<file path="config.mk">
export PLATFORM = sky130hd
export DESIGN_NAME = ldp_page_handler
export DESIGN_NICKNAME = d
export VERILOG_FILES = /design/src/ldp_pkg.sv /design/src/ldp_counter.sv /design/src/ldp_page_handler.sv
export VERILOG_INCLUDE_DIRS = /design/src
export SDC_FILE = /design/constraint.sdc
export NUM_CORES = 1
export LEC_CHECK = 0
export BUFFER_PORTS_ARGS = -buffer_cell sky130_fd_sc_hd__buf_2
export CORE_MARGIN = 10
export CORE_UTILIZATION = 52
export DETAILED_ROUTE_END_ITERATION = 6
export HOLD_SLACK_MARGIN = 0.05
export MAX_ROUTING_LAYER = met4
export PLACE_DENSITY = 0.79
export RECOVER_POWER = 50
export SYNTH_ARGS = -nofsm -noshare
export SYNTH_HDL_FRONTEND = slang
export SYNTH_SLANG_ARGS = --single-unit
</file>
<file path="constraint.sdc">
create_clock -name clock -period 6.7 [get_ports clock]
set_clock_uncertainty 0.05 [all_clocks]
set_input_delay 0.335 -clock clock [delete_from_list [all_inputs] [get_ports clock]]
set_output_delay 0.335 -clock clock [all_outputs]
set_load 0.03 [all_outputs]
</file>
<file path="src/ldp_defs.svh">
// Constants for the log and diagnostic page handler
`ifndef LDP_DEFS_SVH
`define LDP_DEFS_SVH
`define LDP_SUPP_DIAG_CODE 8'h00
`define LDP_HDR_LEN 16'h0004
`define LDP_PCB_DU 7
`define LDP_PCB_DS 6
`define LDP_PCB_TSD 5
`define LDP_PCB_ETC 4
`define LDP_PCB_TMC_HI 3
`define LDP_PCB_TMC_LO 2
`define LDP_PCB_LP 0
`define LDP_PAGE_CODE_MASK 8'h3f
`define LDP_TMC_EVERY 2'h0
`define LDP_TMC_EQUAL 2'h1
`define LDP_TMC_NEQUAL 2'h2
`define LDP_TMC_GREATER 2'h3
`define LDP_SK_ILLEGAL_REQUEST 4'h5
`define LDP_SK_UNIT_ATTENTION 4'h6
`define LDP_ASC_INVALID_PARAM_LIST 8'h26
`define LDP_ASC_THRESHOLD_MET 8'h5d
`define LDP_ASCII_LO 8'h20
`define LDP_ASCII_HI 8'h7e
`define LDP_SAVE_PERIOD 32'd4096
`endif

</file>
<file path="src/ldp_pkg.sv">
// Types for the log and diagnostic page handler
package ldp_pkg;
	typedef struct packed {
		logic valid;
		logic [3:0] senseKey;
		logic [7:0] addSense;
	} ldp_status_type;
	typedef struct packed {
		logic updateInhibit;
		logic saveInhibit;
		logic implicitSaveInhibit;
		logic compareEnable;
		logic [1:0] thresholdMatchCriterion;
		logic stringParameterFlag;
	} ldp_ctrl_type;
	typedef enum logic [1:0] {
		LDP_CMD_SEND_DIAG,
		LDP_CMD_LOG_SELECT,
		LDP_CMD_LOG_SENSE
	} ldp_cmd_type;
endpackage

</file>
<file path="src/ldp_counter.sv">
// One cumulative log counter with threshold compare
`timescale 1ns/1ps
`include "ldp_defs.svh"
module ldp_counter #(
	parameter int WIDTH = 16
) (
	input wire logic clock, // System clock
	input wire logic rst_n, // Async reset, active low
	input wire logic countEvent, // Counted event
	input wire logic freeze, // Page-wide stop
	input wire logic loadEn, // Select writes value
	input wire logic [WIDTH-1:0] loadValue, // Value written
	input wire logic [WIDTH-1:0] threshold, // Threshold copy
	input wire logic compareEnable, // Compare enable
	input wire logic [1:0] criterion, // Match criterion
	output logic [WIDTH-1:0] value, // Cumulative value
	output logic atMax, // Counter saturated
	output logic thresholdHit // Comparison true pulse
);
	logic [WIDTH-1:0] valueReg, valueNext;
	logic duReg, duNext;
	logic hitReg, hitNext;
	logic match;
	logic bump;

	always_comb begin
		bump = countEvent && !duReg && !freeze && !(&valueReg); // [RL10] [RL18]
		valueNext = valueReg;
		duNext = duReg;
		if (loadEn) begin
			valueNext = loadValue; // [RL10]
			duNext = 1'b0;
		end else if (bump) begin
			valueNext = valueReg + {{(WIDTH-1){1'b0}}, 1'b1};
			if (&(valueReg + {{(WIDTH-1){1'b0}}, 1'b1}))
				duNext = 1'b1; // [RL18]
		end
		unique case (criterion) // [RL15]
			`LDP_TMC_EVERY: match = 1'b1;
			`LDP_TMC_EQUAL: match = valueNext == threshold;
			`LDP_TMC_NEQUAL: match = valueNext != threshold;
			`LDP_TMC_GREATER: match = valueNext > threshold;
		endcase
		hitNext = compareEnable && (loadEn || bump) && match; // [RL14] [RL16]
	end

	always_ff @(posedge clock or negedge rst_n) begin
		if (!rst_n) begin
			valueReg <= '0;
			duReg <= 1'b0;
			hitReg <= 1'b0;
		end else begin
			valueReg <= valueNext;
			duReg <= duNext;
			hitReg <= hitNext;
		end
	end

	assign value = valueReg;
	assign atMax = duReg;
	assign thresholdHit = hitReg;

	AST_NO_WRAP: assert property (@(posedge clock) disable iff (!rst_n)
		(&valueReg) && !loadEn |=> (&valueReg)) else $error("Counter wrapped"); // [RL18]
	AST_NO_CMP: assert property (@(posedge clock) disable iff (!rst_n)
		!compareEnable |=> !thresholdHit) else $error("Compare while disabled"); // [RL14]
endmodule

</file>
<file path="src/ldp_page_handler.sv">
// Log and diagnostic page parser and responder
// Function
// [RL1] Supported-diagnostics page code 00h is implemented.
// [RL2] Nonzero length on supported-diagnostics send ends with illegal request.
// [RL3] Header-only send arms the supported list for the next receive.
// [RL4] Returned list holds all codes ascending, first 00h.
// [RL5] Header: code, reserved, big-endian list length, list from byte 4.
// [RL6] Select accepts zero or more pages; sense returns exactly one page.
// [RL7] Log page header: six-bit code, reserved byte, big-endian length.
// [RL8] Page length cutting a parameter short ends with illegal request.
// [RL9] Parameter header: code, control byte, value length, then value.
// [RL10] Update-inhibit clear counts events; set changes only on select.
// [RL11] Update-inhibit bits received in select are ignored.
// [RL12] Save-inhibit clear saves on save-parameters request.
// [RL13] Implicit-save-inhibit clear saves periodically by own method.
// [RL14] Compare-enable set compares on every cumulative change.
// [RL15] Criterion: every update, equal, not equal, greater.
// [RL16] Criterion meaningful only with compare enabled.
// [RL17] True comparison raises unit attention, threshold condition met.
// [RL18] Data counter saturates at maximum and sets update-inhibit.
// [RL19] String parameter has no compare fields, ASCII 20h to 7Eh; value bytes are not checked against that range.
// [RL20] Parse steps parameter by parameter until page length consumed.
`timescale 1ns/1ps
`include "ldp_defs.svh"
module ldp_page_handler #(
	parameter int WIDTH = 16,
	parameter logic [31:0] SAVE_PERIOD = `LDP_SAVE_PERIOD,
	parameter logic [7:0] DIAG_CODE1 = 8'h80
) (
	input wire logic clock, // 20 MHz clock
	input wire logic rst_n, // Async reset, active low
	input wire logic cmdStart, // Command start pulse
	input wire ldp_pkg::ldp_cmd_type cmdKind, // Command kind
	input wire logic saveParametersBit, // Save request
	input wire logic pageControlField, // 0 threshold, 1 cumulative
	input wire logic [5:0] senseCode, // Page asked by sense
	input wire logic inValid, // Parameter byte valid
	input wire logic [7:0] inByte, // Parameter byte
	input wire logic inLast, // Last byte of list
	input wire logic outReady, // Consumer ready
	input wire logic countEvent, // Counted event
	output logic outValid, // Returned byte valid
	output logic [7:0] outByte, // Returned byte
	output logic outLast, // Last returned byte
	output ldp_pkg::ldp_status_type status, // Completion status
	output logic unitAttention, // Threshold attention level
	output logic saveStrobe, // Nonvolatile save pulse
	output logic [WIDTH-1:0] saveData // Value being saved
);
	typedef enum {S_IDLE, S_HDR, S_PHDR, S_PVAL, S_SEND, S_DONE} ldp_state_type;
	ldp_state_type stateReg, stateNext;
	logic [15:0] pageLenReg, pageLenNext, idxReg, idxNext;
	logic [7:0] plenReg, plenNext, pcodeReg, pcodeNext;
	logic [1:0] hdrReg, hdrNext;
	logic [7:0] valHiReg, valHiNext;
	logic errReg, errNext, diagArmReg, diagArmNext;
	ldp_pkg::ldp_ctrl_type ctrlReg, ctrlNext;
	logic [WIDTH-1:0] thrReg, thrNext;
	logic loadEn;
	logic [WIDTH-1:0] cumVal;
	logic atMax, hit;
	logic outValidReg, outValidNext, outLastReg, outLastNext;
	logic [7:0] outByteReg, outByteNext;
	ldp_pkg::ldp_status_type statusReg, statusNext;
	logic uaReg, uaNext, saveReg, saveNext;
	logic [WIDTH-1:0] saveDataReg, saveDataNext;
	logic [31:0] tickReg, tickNext;
	logic [7:0] pageByte;

	ldp_counter #(.WIDTH(WIDTH)) counter (
		.clock(clock),
		.rst_n(rst_n),
		.countEvent(countEvent),
		.freeze(atMax),
		.loadEn(loadEn),
		.loadValue({valHiReg, inByte}),
		.threshold(thrReg),
		.compareEnable(ctrlReg.compareEnable),
		.criterion(ctrlReg.thresholdMatchCriterion),
		.value(cumVal),
		.atMax(atMax),
		.thresholdHit(hit)
	);

	// ---------------------------------------------
	// Sense page image
	// ---------------------------------------------
	always_comb begin
		pageByte = 8'h00;
		if (diagArmReg) begin
			unique case (idxReg[2:0]) // [RL4] [RL5]
				3'h0: pageByte = `LDP_SUPP_DIAG_CODE; // [RL1]
				3'h3: pageByte = 8'h02;
				3'h4: pageByte = `LDP_SUPP_DIAG_CODE;
				3'h5: pageByte = DIAG_CODE1;
				default: pageByte = 8'h00;
			endcase
		end else begin
			unique case (idxReg[3:0]) // [RL6] [RL7] [RL9]
				4'h0: pageByte = {2'b00, senseCode};
				4'h3: pageByte = 8'h06;
				4'h5: pageByte = 8'h00;
				4'h6: pageByte = {atMax, ctrlReg.saveInhibit, ctrlReg.implicitSaveInhibit,
					ctrlReg.compareEnable, ctrlReg.thresholdMatchCriterion, 1'b0,
					ctrlReg.stringParameterFlag};
				4'h7: pageByte = 8'h02;
				4'h8: pageByte = pageControlField ? cumVal[15:8] : thrReg[15:8];
				4'h9: pageByte = pageControlField ? cumVal[7:0] : thrReg[7:0];
				default: pageByte = 8'h00;
			endcase
		end
	end

	// ---------------------------------------------
	// Command sequencer
	// ---------------------------------------------
	always_comb begin
		stateNext = stateReg;
		pageLenNext = pageLenReg;
		idxNext = idxReg;
		plenNext = plenReg;
		pcodeNext = pcodeReg;
		hdrNext = hdrReg;
		valHiNext = valHiReg;
		errNext = errReg;
		diagArmNext = diagArmReg;
		ctrlNext = ctrlReg;
		thrNext = thrReg;
		loadEn = 1'b0;
		outValidNext = 1'b0;
		outByteNext = outByteReg;
		outLastNext = 1'b0;
		statusNext = statusReg;
		statusNext.valid = 1'b0;
		saveNext = 1'b0;
		saveDataNext = saveDataReg;
		tickNext = tickReg + 32'd1;
		uaNext = uaReg || hit; // [RL17]
		unique case (stateReg)
			S_IDLE: begin
				if (cmdStart) begin
					idxNext = '0;
					errNext = 1'b0;
					hdrNext = '0;
					if (cmdKind == ldp_pkg::LDP_CMD_LOG_SENSE) begin
						uaNext = hit; // [RL17]
						stateNext = S_SEND; // [RL6]
					end else begin
						stateNext = S_HDR; // [RL6]
					end
				end
			end
			S_HDR: if (inValid) begin
				idxNext = idxReg + 16'd1;
				unique case (idxReg[1:0]) // [RL7] [RL5]
					2'h0: pcodeNext = (cmdKind == ldp_pkg::LDP_CMD_SEND_DIAG) ? inByte
						: (inByte & `LDP_PAGE_CODE_MASK);
					2'h2: pageLenNext = {inByte, 8'h00};
					2'h3: pageLenNext = {pageLenReg[15:8], inByte};
					default: ;
				endcase
				if (idxReg[1:0] == 2'h3) begin
					hdrNext = '0;
					if (cmdKind == ldp_pkg::LDP_CMD_SEND_DIAG) begin
						if ({pageLenReg[15:8], inByte} != 16'h0000 && pcodeReg == `LDP_SUPP_DIAG_CODE)
							errNext = 1'b1; // [RL2]
						else
							diagArmNext = 1'b1; // [RL3]
						stateNext = S_DONE;
					end else if ({pageLenReg[15:8], inByte} == 16'h0000) begin
						stateNext = inLast ? S_DONE : S_HDR;
						idxNext = '0;
					end else begin
						stateNext = S_PHDR;
					end
				end else if (inLast) begin
					stateNext = S_DONE;
				end
			end
			S_PHDR: if (inValid) begin
				pageLenNext = pageLenReg - 16'd1; // [RL20]
				hdrNext = hdrReg + 2'd1;
				if (hdrReg == 2'd2) begin
					ctrlNext.saveInhibit = inByte[`LDP_PCB_DS]; // [RL12]
					ctrlNext.implicitSaveInhibit = inByte[`LDP_PCB_TSD]; // [RL13]
					ctrlNext.stringParameterFlag = inByte[`LDP_PCB_LP];
					ctrlNext.compareEnable = inByte[`LDP_PCB_ETC] && !inByte[`LDP_PCB_LP]; // [RL19]
					ctrlNext.thresholdMatchCriterion = inByte[`LDP_PCB_LP] ? 2'h0
						: inByte[`LDP_PCB_TMC_HI:`LDP_PCB_TMC_LO]; // [RL14] [RL16]
					ctrlNext.updateInhibit = 1'b0; // [RL11]
				end
				if (hdrReg == 2'd3) begin
					plenNext = inByte; // [RL9]
					if ({8'h00, inByte} > pageLenReg - 16'd1 || pageLenReg == 16'd0)
						errNext = 1'b1; // [RL8]
					stateNext = S_PVAL;
				end
				if (inLast || pageLenReg <= 16'd1 && hdrReg != 2'd3) begin
					errNext = 1'b1; // [RL8]
					stateNext = S_DONE;
				end
			end
			S_PVAL: if (inValid) begin
				pageLenNext = pageLenReg - 16'd1; // [RL20]
				plenNext = plenReg - 8'd1;
				if (plenReg == 8'd2)
					valHiNext = inByte;
				if (plenReg == 8'd1 && !errReg) begin
					if (pageControlField)
						loadEn = 1'b1; // [RL10]
					else
						thrNext = {valHiReg, inByte};
				end
				if (plenReg == 8'd1) begin
					hdrNext = '0;
					if (pageLenReg == 16'd1)
						stateNext = inLast ? S_DONE : S_HDR; // [RL6]
					else
						stateNext = S_PHDR; // [RL20]
					idxNext = '0;
				end
				if (inLast && !(plenReg == 8'd1 && pageLenReg == 16'd1)) begin
					errNext = 1'b1; // [RL8]
					stateNext = S_DONE;
				end
			end
			S_SEND: begin
				if (!outValidReg || outReady) begin
					outValidNext = 1'b1;
					outByteNext = pageByte;
					idxNext = idxReg + 16'd1;
					if (idxReg == (diagArmReg ? 16'd5 : 16'd9)) begin
						outLastNext = 1'b1;
						diagArmNext = 1'b0;
						stateNext = S_DONE;
					end
				end else begin
					outValidNext = 1'b1;
				end
			end
			S_DONE: begin
				if (!outValidReg || outReady) begin
					statusNext.valid = 1'b1;
					statusNext.senseKey = errReg ? `LDP_SK_ILLEGAL_REQUEST
						: (uaReg ? `LDP_SK_UNIT_ATTENTION : 4'h0); // [RL2] [RL8] [RL17]
					statusNext.addSense = errReg ? `LDP_ASC_INVALID_PARAM_LIST
						: (uaReg ? `LDP_ASC_THRESHOLD_MET : 8'h00);
					if (saveParametersBit && !ctrlReg.saveInhibit) begin
						saveNext = 1'b1; // [RL12]
						saveDataNext = pageControlField ? cumVal : thrReg;
					end
					stateNext = S_IDLE;
				end else begin
					outValidNext = 1'b1;
					outLastNext = outLastReg;
				end
			end
			default: stateNext = S_IDLE;
		endcase
		if (!ctrlReg.implicitSaveInhibit && tickReg >= SAVE_PERIOD - 32'd1) begin
			tickNext = '0;
			saveNext = 1'b1; // [RL13]
			saveDataNext = cumVal;
		end
	end

	always_ff @(posedge clock or negedge rst_n) begin
		if (!rst_n) begin
			stateReg <= S_IDLE;
			pageLenReg <= '0;
			idxReg <= '0;
			plenReg <= '0;
			pcodeReg <= '0;
			hdrReg <= '0;
			valHiReg <= '0;
			errReg <= 1'b0;
			diagArmReg <= 1'b0;
			ctrlReg <= '0;
			thrReg <= '0;
			outValidReg <= 1'b0;
			outByteReg <= '0;
			outLastReg <= 1'b0;
			statusReg <= '0;
			uaReg <= 1'b0;
			saveReg <= 1'b0;
			saveDataReg <= '0;
			tickReg <= '0;
		end else begin
			stateReg <= stateNext;
			pageLenReg <= pageLenNext;
			idxReg <= idxNext;
			plenReg <= plenNext;
			pcodeReg <= pcodeNext;
			hdrReg <= hdrNext;
			valHiReg <= valHiNext;
			errReg <= errNext;
			diagArmReg <= diagArmNext;
			ctrlReg <= ctrlNext;
			thrReg <= thrNext;
			outValidReg <= outValidNext;
			outByteReg <= outByteNext;
			outLastReg <= outLastNext;
			statusReg <= statusNext;
			uaReg <= uaNext;
			saveReg <= saveNext;
			saveDataReg <= saveDataNext;
			tickReg <= tickNext;
		end
	end

	assign outValid = outValidReg;
	assign outByte = outByteReg;
	assign outLast = outLastReg;
	assign status = statusReg;
	assign unitAttention = uaReg;
	assign saveStrobe = saveReg;
	assign saveData = saveDataReg;

	AST_UA_ON_HIT: assert property (@(posedge clock) disable iff (!rst_n)
		hit |=> unitAttention) else $error("Hit without attention"); // [RL17]
	AST_ERR_STATUS: assert property (@(posedge clock) disable iff (!rst_n)
		status.valid && errReg |-> status.senseKey == `LDP_SK_ILLEGAL_REQUEST)
		else $error("Bad error status"); // [RL8]
	AST_STRING_NO_CMP: assert property (@(posedge clock) disable iff (!rst_n)
		ctrlReg.stringParameterFlag |-> !ctrlReg.compareEnable) else $error("String compares"); // [RL19]
	AST_NO_SAVE_DS: assert property (@(posedge clock) disable iff (!rst_n)
		stateReg == S_DONE && ctrlReg.saveInhibit && ctrlReg.implicitSaveInhibit |=> !saveStrobe)
		else $error("Save while inhibited"); // [RL12]
	AST_FIRST_CODE: assert property (@(posedge clock) disable iff (!rst_n)
		stateReg == S_SEND && diagArmReg && idxReg == 16'd4 && (!outValidReg || outReady)
		|=> outByte == `LDP_SUPP_DIAG_CODE)
		else $error("List not led by 00h"); // [RL4]
endmodule

</file>
==> results of run 1 <==
## synthesized netlist by cell type (17+ instances only)
cell type / number / area (sq um)
clkbuf_1: 36 / 135
xnor2_1: 21 / 184
inv_1: 39 / 146
o21ai_0: 101 / 505
o22ai_1: 26 / 163
a21oi_1: 84 / 420
nor2_1: 134 / 503
mux2i_1: 18 / 180
dfrtp_1: 167 / 4180
nand4_1: 21 / 131
ha_1: 40 / 500
xor2_1: 28 / 245
nor4_1: 17 / 106
nor3_1: 21 / 105
and3_1: 17 / 106
nand3_1: 37 / 185
nand2_1: 124 / 465
## cells in the final DEF, fill, tap and decap left out, types with 21 or more instances in the layout
cell type  synthesis  layout
nand4_1           21      21
clkbuf_1          36      42
xnor2_1           21      21
nor2_1           134     134
nand3_1           37      37
nand2_1          124     124
xor2_1            28      28
nor3_1            21      21
o21ai_0          101     101
inv_1             39      39
o22ai_1           26      26
ha_1              40      40
dfrtp_1          167     167
buf_2             13      23
a21oi_1           84      84
## per-stage QoR
step / instance area (sq um) / std cells / util
after floorplan: 9900 / 1139 / -
after global placement: 10200 / 1370 / 0.546
after detailed placement: 10200 / 1370 / 0.546
after CTS: 10800 / 1403 / 0.576
after global routing: 10700 / 1404 / 0.573
final: 10700 / 1404 / 0.573
## state kept, by name, indices dropped and copies added (netlist names), 6 cells and up
signal,cells
valHiReg,8
pcodeReg,8
ctrlReg,6
idxReg,16
outByte,8
saveData,16
pageLenReg,16
counter.value,16
plenReg,8
thrReg,16
tickReg,32
## routing by layer
layer  global-route usage  up-vias  share of wire
met2                0.334      357           0.46
met4               0.0684        0          0.021
li1                     -     4086              -
met3               0.0513       51          0.084
met1                0.292     4177           0.44
met5                    -        -              0
## layout make-up
type	instances	area share
repair buffers	69	0.0292
diodes	1	0.000233
clock buffers	19	0.0413
clock inverters	13	0.0103
flip-flops and latches	167	0.390
well taps	234	0.0273
inverters	40	0.0140
multi-input cells	861	0.488
## report_power, final
group	internal [mW]	total (mW)	switching, mW
Combinational	0.431	1.25	0.815
Clock	0.494	0.933	0.439
Sequential	1.21	1.46	0.253
Total	2.13	3.64	1.51
## final timing paths
path | startpoint | slack (ns) | cells past startpoint | endpoint
max | rst_n | 2.14 | 3 | counter.atMax$_DFFE_PN0P_
min reg2reg | tickReg[0]$_DFF_PN0_ | 0.42 | 1 | tickReg[0]$_DFF_PN0_
min | senseCode[5] | 0.21 | 3 | outByte[5]$_DFFE_PN0P_
min in group asynchronous | rst_n | 0.50 | 2 | idxReg[10]$_DFFE_PN0P_
max reg2reg | stateReg[0]$_DFFE_PN0P_ | 2.32 | 14 | counter.thresholdHit$_DFF_PN0_
max in group clock | stateReg[0]$_DFFE_PN0P_ | 2.32 | 14 | counter.thresholdHit$_DFF_PN0_
## cell families (layout without fill, tap and decap cells)
| logic type | after synthesis | in the layout | synth area share |
|---|---|---|---|
| xor+xnor | 49 | 49 | 0.0434 |
| buf+inv | 111 | 141 | 0.0508 |
| compound gates | 300 | 300 | 0.184 |
| other cells | 1 | 3 | 0.000379 |
| simple gates | 436 | 436 | 0.212 |
| mux | 34 | 34 | 0.0364 |
| fa+ha+maj | 40 | 40 | 0.0506 |
| flops | 167 | 167 | 0.422 |
## worst max-delay path: stages
cell           delay [ns]
dlygate4sd3_1        0.54
buf_6                0.67
clkbuf_1             2.60
## what timing repair did
item                                   in CTS  in global routing
hold buffers                                1                  0
endpoints found under the hold margin      97                  0
resized for setup                           0                  0
==> out/metrics.cfg, run 1 <==
[outcome]
status=complete, but fails checks
violations=capacitance limit, slew limit

[power]
p_per_area_mw_per_mm2=339
power_mw=3.64
peakVddDrop_uv=188
p_leak_nw=4.72

[job]
cap_violations=1

[timing]
layout_setup_ws_ns=2.14
maxSlewHeadroom=-1.41
hold_viol_final=0
final_max_slew_viol_count=71
tightestPinTransition_ns=3.61
max_freq_ghz=0.219
timing.final.crit_share=0.681
setup_viol=0
layout_min_cycle_time_ns=4.56
rsz0062_at_grt=no
setup_tns_ns=0
hold_slack_ns=0.206

[clocking]
cts_made_buffers=17
cts_tree=yes
cts.sinks=167
path_clk_slew_ns=0.07
cts-root-buf=clkbuf_16
post_cts_buffers=0
cts-htree-levels=4
cts_buffer_depth=2
clk_latency_ns=0.44

[yosys]
synthFlopType=dfrtp_1
synthArstFlopShare=1.00
synth_edf_count=0
yosysUniqueCellTypes=76
syn-instance-count=1138
yosysWarnings=0
synthesis.area_sq_mm=0.00989
ys_ff_latch=167
ys_seq_area_frac=0.422
avgSynthCellArea_sq_um=8.69

[placement]
gp_congestion=0.974
dp_slack_ns=2.45
dp_hpwl_um=18700
io_buffer_count=63

[grt]
grt.overflow.total=0
grt_pass1_vias=8295
grt_pass1_wl_um=43400
track_usage=0.222
antenna_found_initial=1
grt_max_degree=99

[floorplan]
dieArea_sq_mm=0.0249
die_x_um=158
ios=66
die_h_um=158
initial_core_util=0.529
rows=50
core_sq_mm=0.0187

[finish]
register_area_sq_mm=0.00418
syn_to_final_growth_pct=8.40
multi_input_area_sq_mm=0.00523
nNetsFinal=1221
fill_cells=1672
drive_above_1_share=0.0813

[worst_setup_path]
startpoint_type=input port
crit_type=input port to asynchronous set/reset pin
crit_fanout=98
end_kind=asynchronous set/reset pin
cp_data_required_time_ns=6.37
crit_arrival_ns=4.24

[route]
ant_nets=0
wl_per_cell_um=19.0
route.vias.total=8671
finalWirelength_um=26700
dr.pass1.iters=5
first_iter_violations=929
viasPerCell=6.18
drc=0

[min_path]
worst_hold_path_type=input port to flop

No activity file was read; power rests on OpenSTA's default activity.
==> inputs of run 2 (changes only) <==
- clock period: 6.7 -> 4.4 ns (I/O delays scaled with it)
==> run 2 against run 1 <==
Net effect:
- the run still ends with capacitance limit, slew limit left
- sequential share of layout area fell by 0.24 points
- clock power rose by 56%
- wire length fell by 2.4%
- hold slack got worse by 0.11 ns
- via count fell by 1.7%
- first-iteration DRC count fell by 8.9%
- combinational power rose by 56%
- critical path depth rose by 10
- largest cell class unchanged
- highest routed layer unchanged
==> out/metrics.cfg, run 2 (synthesis results as in run 1) <==
[route]
ant_nets=0  ; unchanged
finalWirelength_um=26100  ; -2.4%
dr.pass1.iters=5  ; unchanged
route.vias.total=8520  ; -1.7%
first_iter_violations=846  ; -8.9%
viasPerCell=6.04  ; -2.2%
wl_per_cell_um=18.5  ; -2.9%
drc=0  ; unchanged

[power]
peakVddDrop_uv=259  ; +37%
intPower_mw=3.31  ; +55%
p_leak_nw=4.77  ; +0.89%
combPwrFrac=0.349  ; +0.007
p_per_area_mw_per_mm2=518  ; +53%
sw_frac_of_total=0.409  ; -0.00505
power_mw=5.59  ; +54%
seqPwrFrac=0.389  ; -0.012
p_clk_frac=0.262  ; +0.006
p_switching_mw=2.29  ; +52%

[grt]
grt_pass1_vias=8057  ; -2.9%
antenna_found_initial=0  ; -1
grt_max_degree=99  ; unchanged
grt.overflow.total=0  ; unchanged
grt_pass1_wl_um=42600  ; -1.8%
track_usage=0.218  ; -0.00323

[worst_setup_path]
endpoint=counter.thresholdHit$_DFF_PN0_
r2r_start=counter.value[0]$_DFF_PN0_
startpoint_type=flop
crit_buf_inv=1  ; -2
cp-startpoint=counter.value[0]$_DFF_PN0_
worstReg2RegEnd=counter.thresholdHit$_DFF_PN0_
slowest_stage=or4_4
critPathMaxStageDelay_ns=0.60  ; -2.00 ns
crit_chain=ha_1 -> inv_1 -> or4_4 -> o31ai_4 -> nor3_1 -> nand3_1 -> xor2_1 -> a21oi_1 -> ha_1 -> nand4_1 -> nor4_1 -> o211ai_1 -> a221oi_1
rr_worst_depth=13  ; -1
cp_data_required_time_ns=4.66  ; -1.71 ns
crit_type=flop to flop
end_kind=flop
critPathTopFamily=simple AND/OR/NAND/NOR gates
r2r_slack_ns=0.63  ; -1.69 ns
crit_top_cell=ha_1
cp.depth=13  ; +10
crit_fanout=9  ; -91%
crit_arrival_ns=4.03  ; -0.21 ns

[timing]
final_max_slew_viol_count=99  ; +39%
layout_setup_ws_ns=0.631  ; -1.51 ns
setup_tns_ns=0  ; unchanged
timing.final.crit_share=0.857
max_freq_ghz=0.265
layout_min_cycle_time_ns=3.77
hold_viol_final=0  ; unchanged
setup_viol=0  ; unchanged
maxSlewHeadroom=-0.645  ; +0.762
tightestPinTransition_ns=2.47  ; -1.14 ns
rsz0062_at_grt=no

[finish]
nNetsFinal=1229  ; +0.66%
diodes=0  ; -1
layout_common_cells=dfrtp_1, nor2_1, nand2_1
drive_above_1_share=0.0884  ; +0.00709
largest_reg_flops=32  ; unchanged
fill_cells=1635  ; -2.2%
regMostFlops=tickReg
stdcell_area_sq_mm=0.0108  ; +0.62%
syn_to_final_growth_pct=9.07
layout.cells.most_common=dfrtp_1

[placement]
io_buffer_count=63  ; unchanged
dp_slack_ns=0.729  ; -1.72 ns
placed_cell_area_sq_mm=0.0103  ; +0.59%
dp_hpwl_um=18500  ; -0.85%
gp_congestion=0.907  ; -6.9%

[min_path]
worst_hold_path_type=input port to flop

[outcome]
violations=capacitance limit, slew limit
status=complete, but fails checks

[clocking]
cts_resized=0  ; unchanged
cts_tree=yes
clk_latency_ns=0.43  ; about the same
cts-root-buf=clkbuf_16
cts-htree-levels=4  ; unchanged
cts_made_buffers=17  ; unchanged
path_clk_slew_ns=0.07  ; about the same
cts.sinks=167  ; unchanged
cts_buffer_depth=2  ; unchanged

[job]
cap_violations=1  ; unchanged

[floorplan]
initial_core_util=0.529  ; unchanged
die_x_um=158  ; unchanged
rows=50  ; unchanged
core_sq_mm=0.0187  ; unchanged
dieArea_sq_mm=0.0249  ; unchanged
die_h_um=158  ; unchanged
ios=66  ; unchanged

## run 2: cell count changes in the layout (fill, tap and decap cells not counted), sizes merged
cell      previous run  this run
buf                 27        33
bufinv               0         1
clkbuf              60        61
clkinv               6         5
clkinvlp             1         2
diode                1         0
## run 2: worst min-delay path by stage
stage / slack (ns) / to / start / depth (start not counted)
after global placement: 0.33 / idxReg[10]$_DFFE_PN0P_ / rst_n / 1
after detailed placement: 0.34 / idxReg[10]$_DFFE_PN0P_ / rst_n / 1
after CTS: 0.09 / unitAttention$_DFF_PN0_ / cmdStart / 3
after floorplan: -0.13 / counter.atMax$_DFFE_PN0P_ / rst_n / 0
final: 0.09 / unitAttention$_DFF_PN0_ / cmdStart / 3
after global routing: 0.09 / unitAttention$_DFF_PN0_ / cmdStart / 3
## run 2: what timing repair did
| action | CTS | global route |
|---|---|---|
| buffers inserted | 0 | 0 |
| hold buffers | 1 | 0 |
| endpoints found under the hold margin | 96 | 0 |
## run 2: through the flow
step,hold slack [ns],instances,utilization
2_1_floorplan,-0.126,1139,-
3_3_place_gp,0.332,1378,0.549
3_5_place_dp,0.337,1378,0.549
4_1_cts,0.0908,1411,0.580
5_1_grt,0.0920,1411,0.577
6_report,0.0941,1411,0.577
## run 2: power by group through the flow
stage	registers, mW	clock network (mW)	logic (mW)
6_report	2.18	1.46	1.95
4_1_cts	2.16	1.48	1.98
3_5_place_dp	2.19	0	1.97
5_1_grt	2.22	1.56	2.16
2_1_floorplan	2.26	0	1.38
3_3_place_gp	2.18	0	1.93
## run 2: layer usage
layer | GRT usage | wire, um | vias to the layer above
li1 | - | - | 4097
met1 | 0.300 | 12100 | 4090
met2 | 0.327 | 11700 | 297
met3 | 0.0383 | 1740 | 36
met4 | 0.0613 | 431 | 0
met5 | - | 0 | -
## run 2: cell type report
cell class	count	area [sq um]	area share
well taps	234	293	0.0271
repair buffers	77	365	0.0339
inverters	40	150	0.0139
multi-input cells	861	5230	0.485
clock buffers	18	429	0.0398
clock inverters	14	140	0.0130
flip-flops and latches	167	4180	0.387
## run 2: tightest hold or removal path, cell delays in order
cell     delay [ns]
buf_2          0.13
nand3_1        0.09
a21o_1         0.11
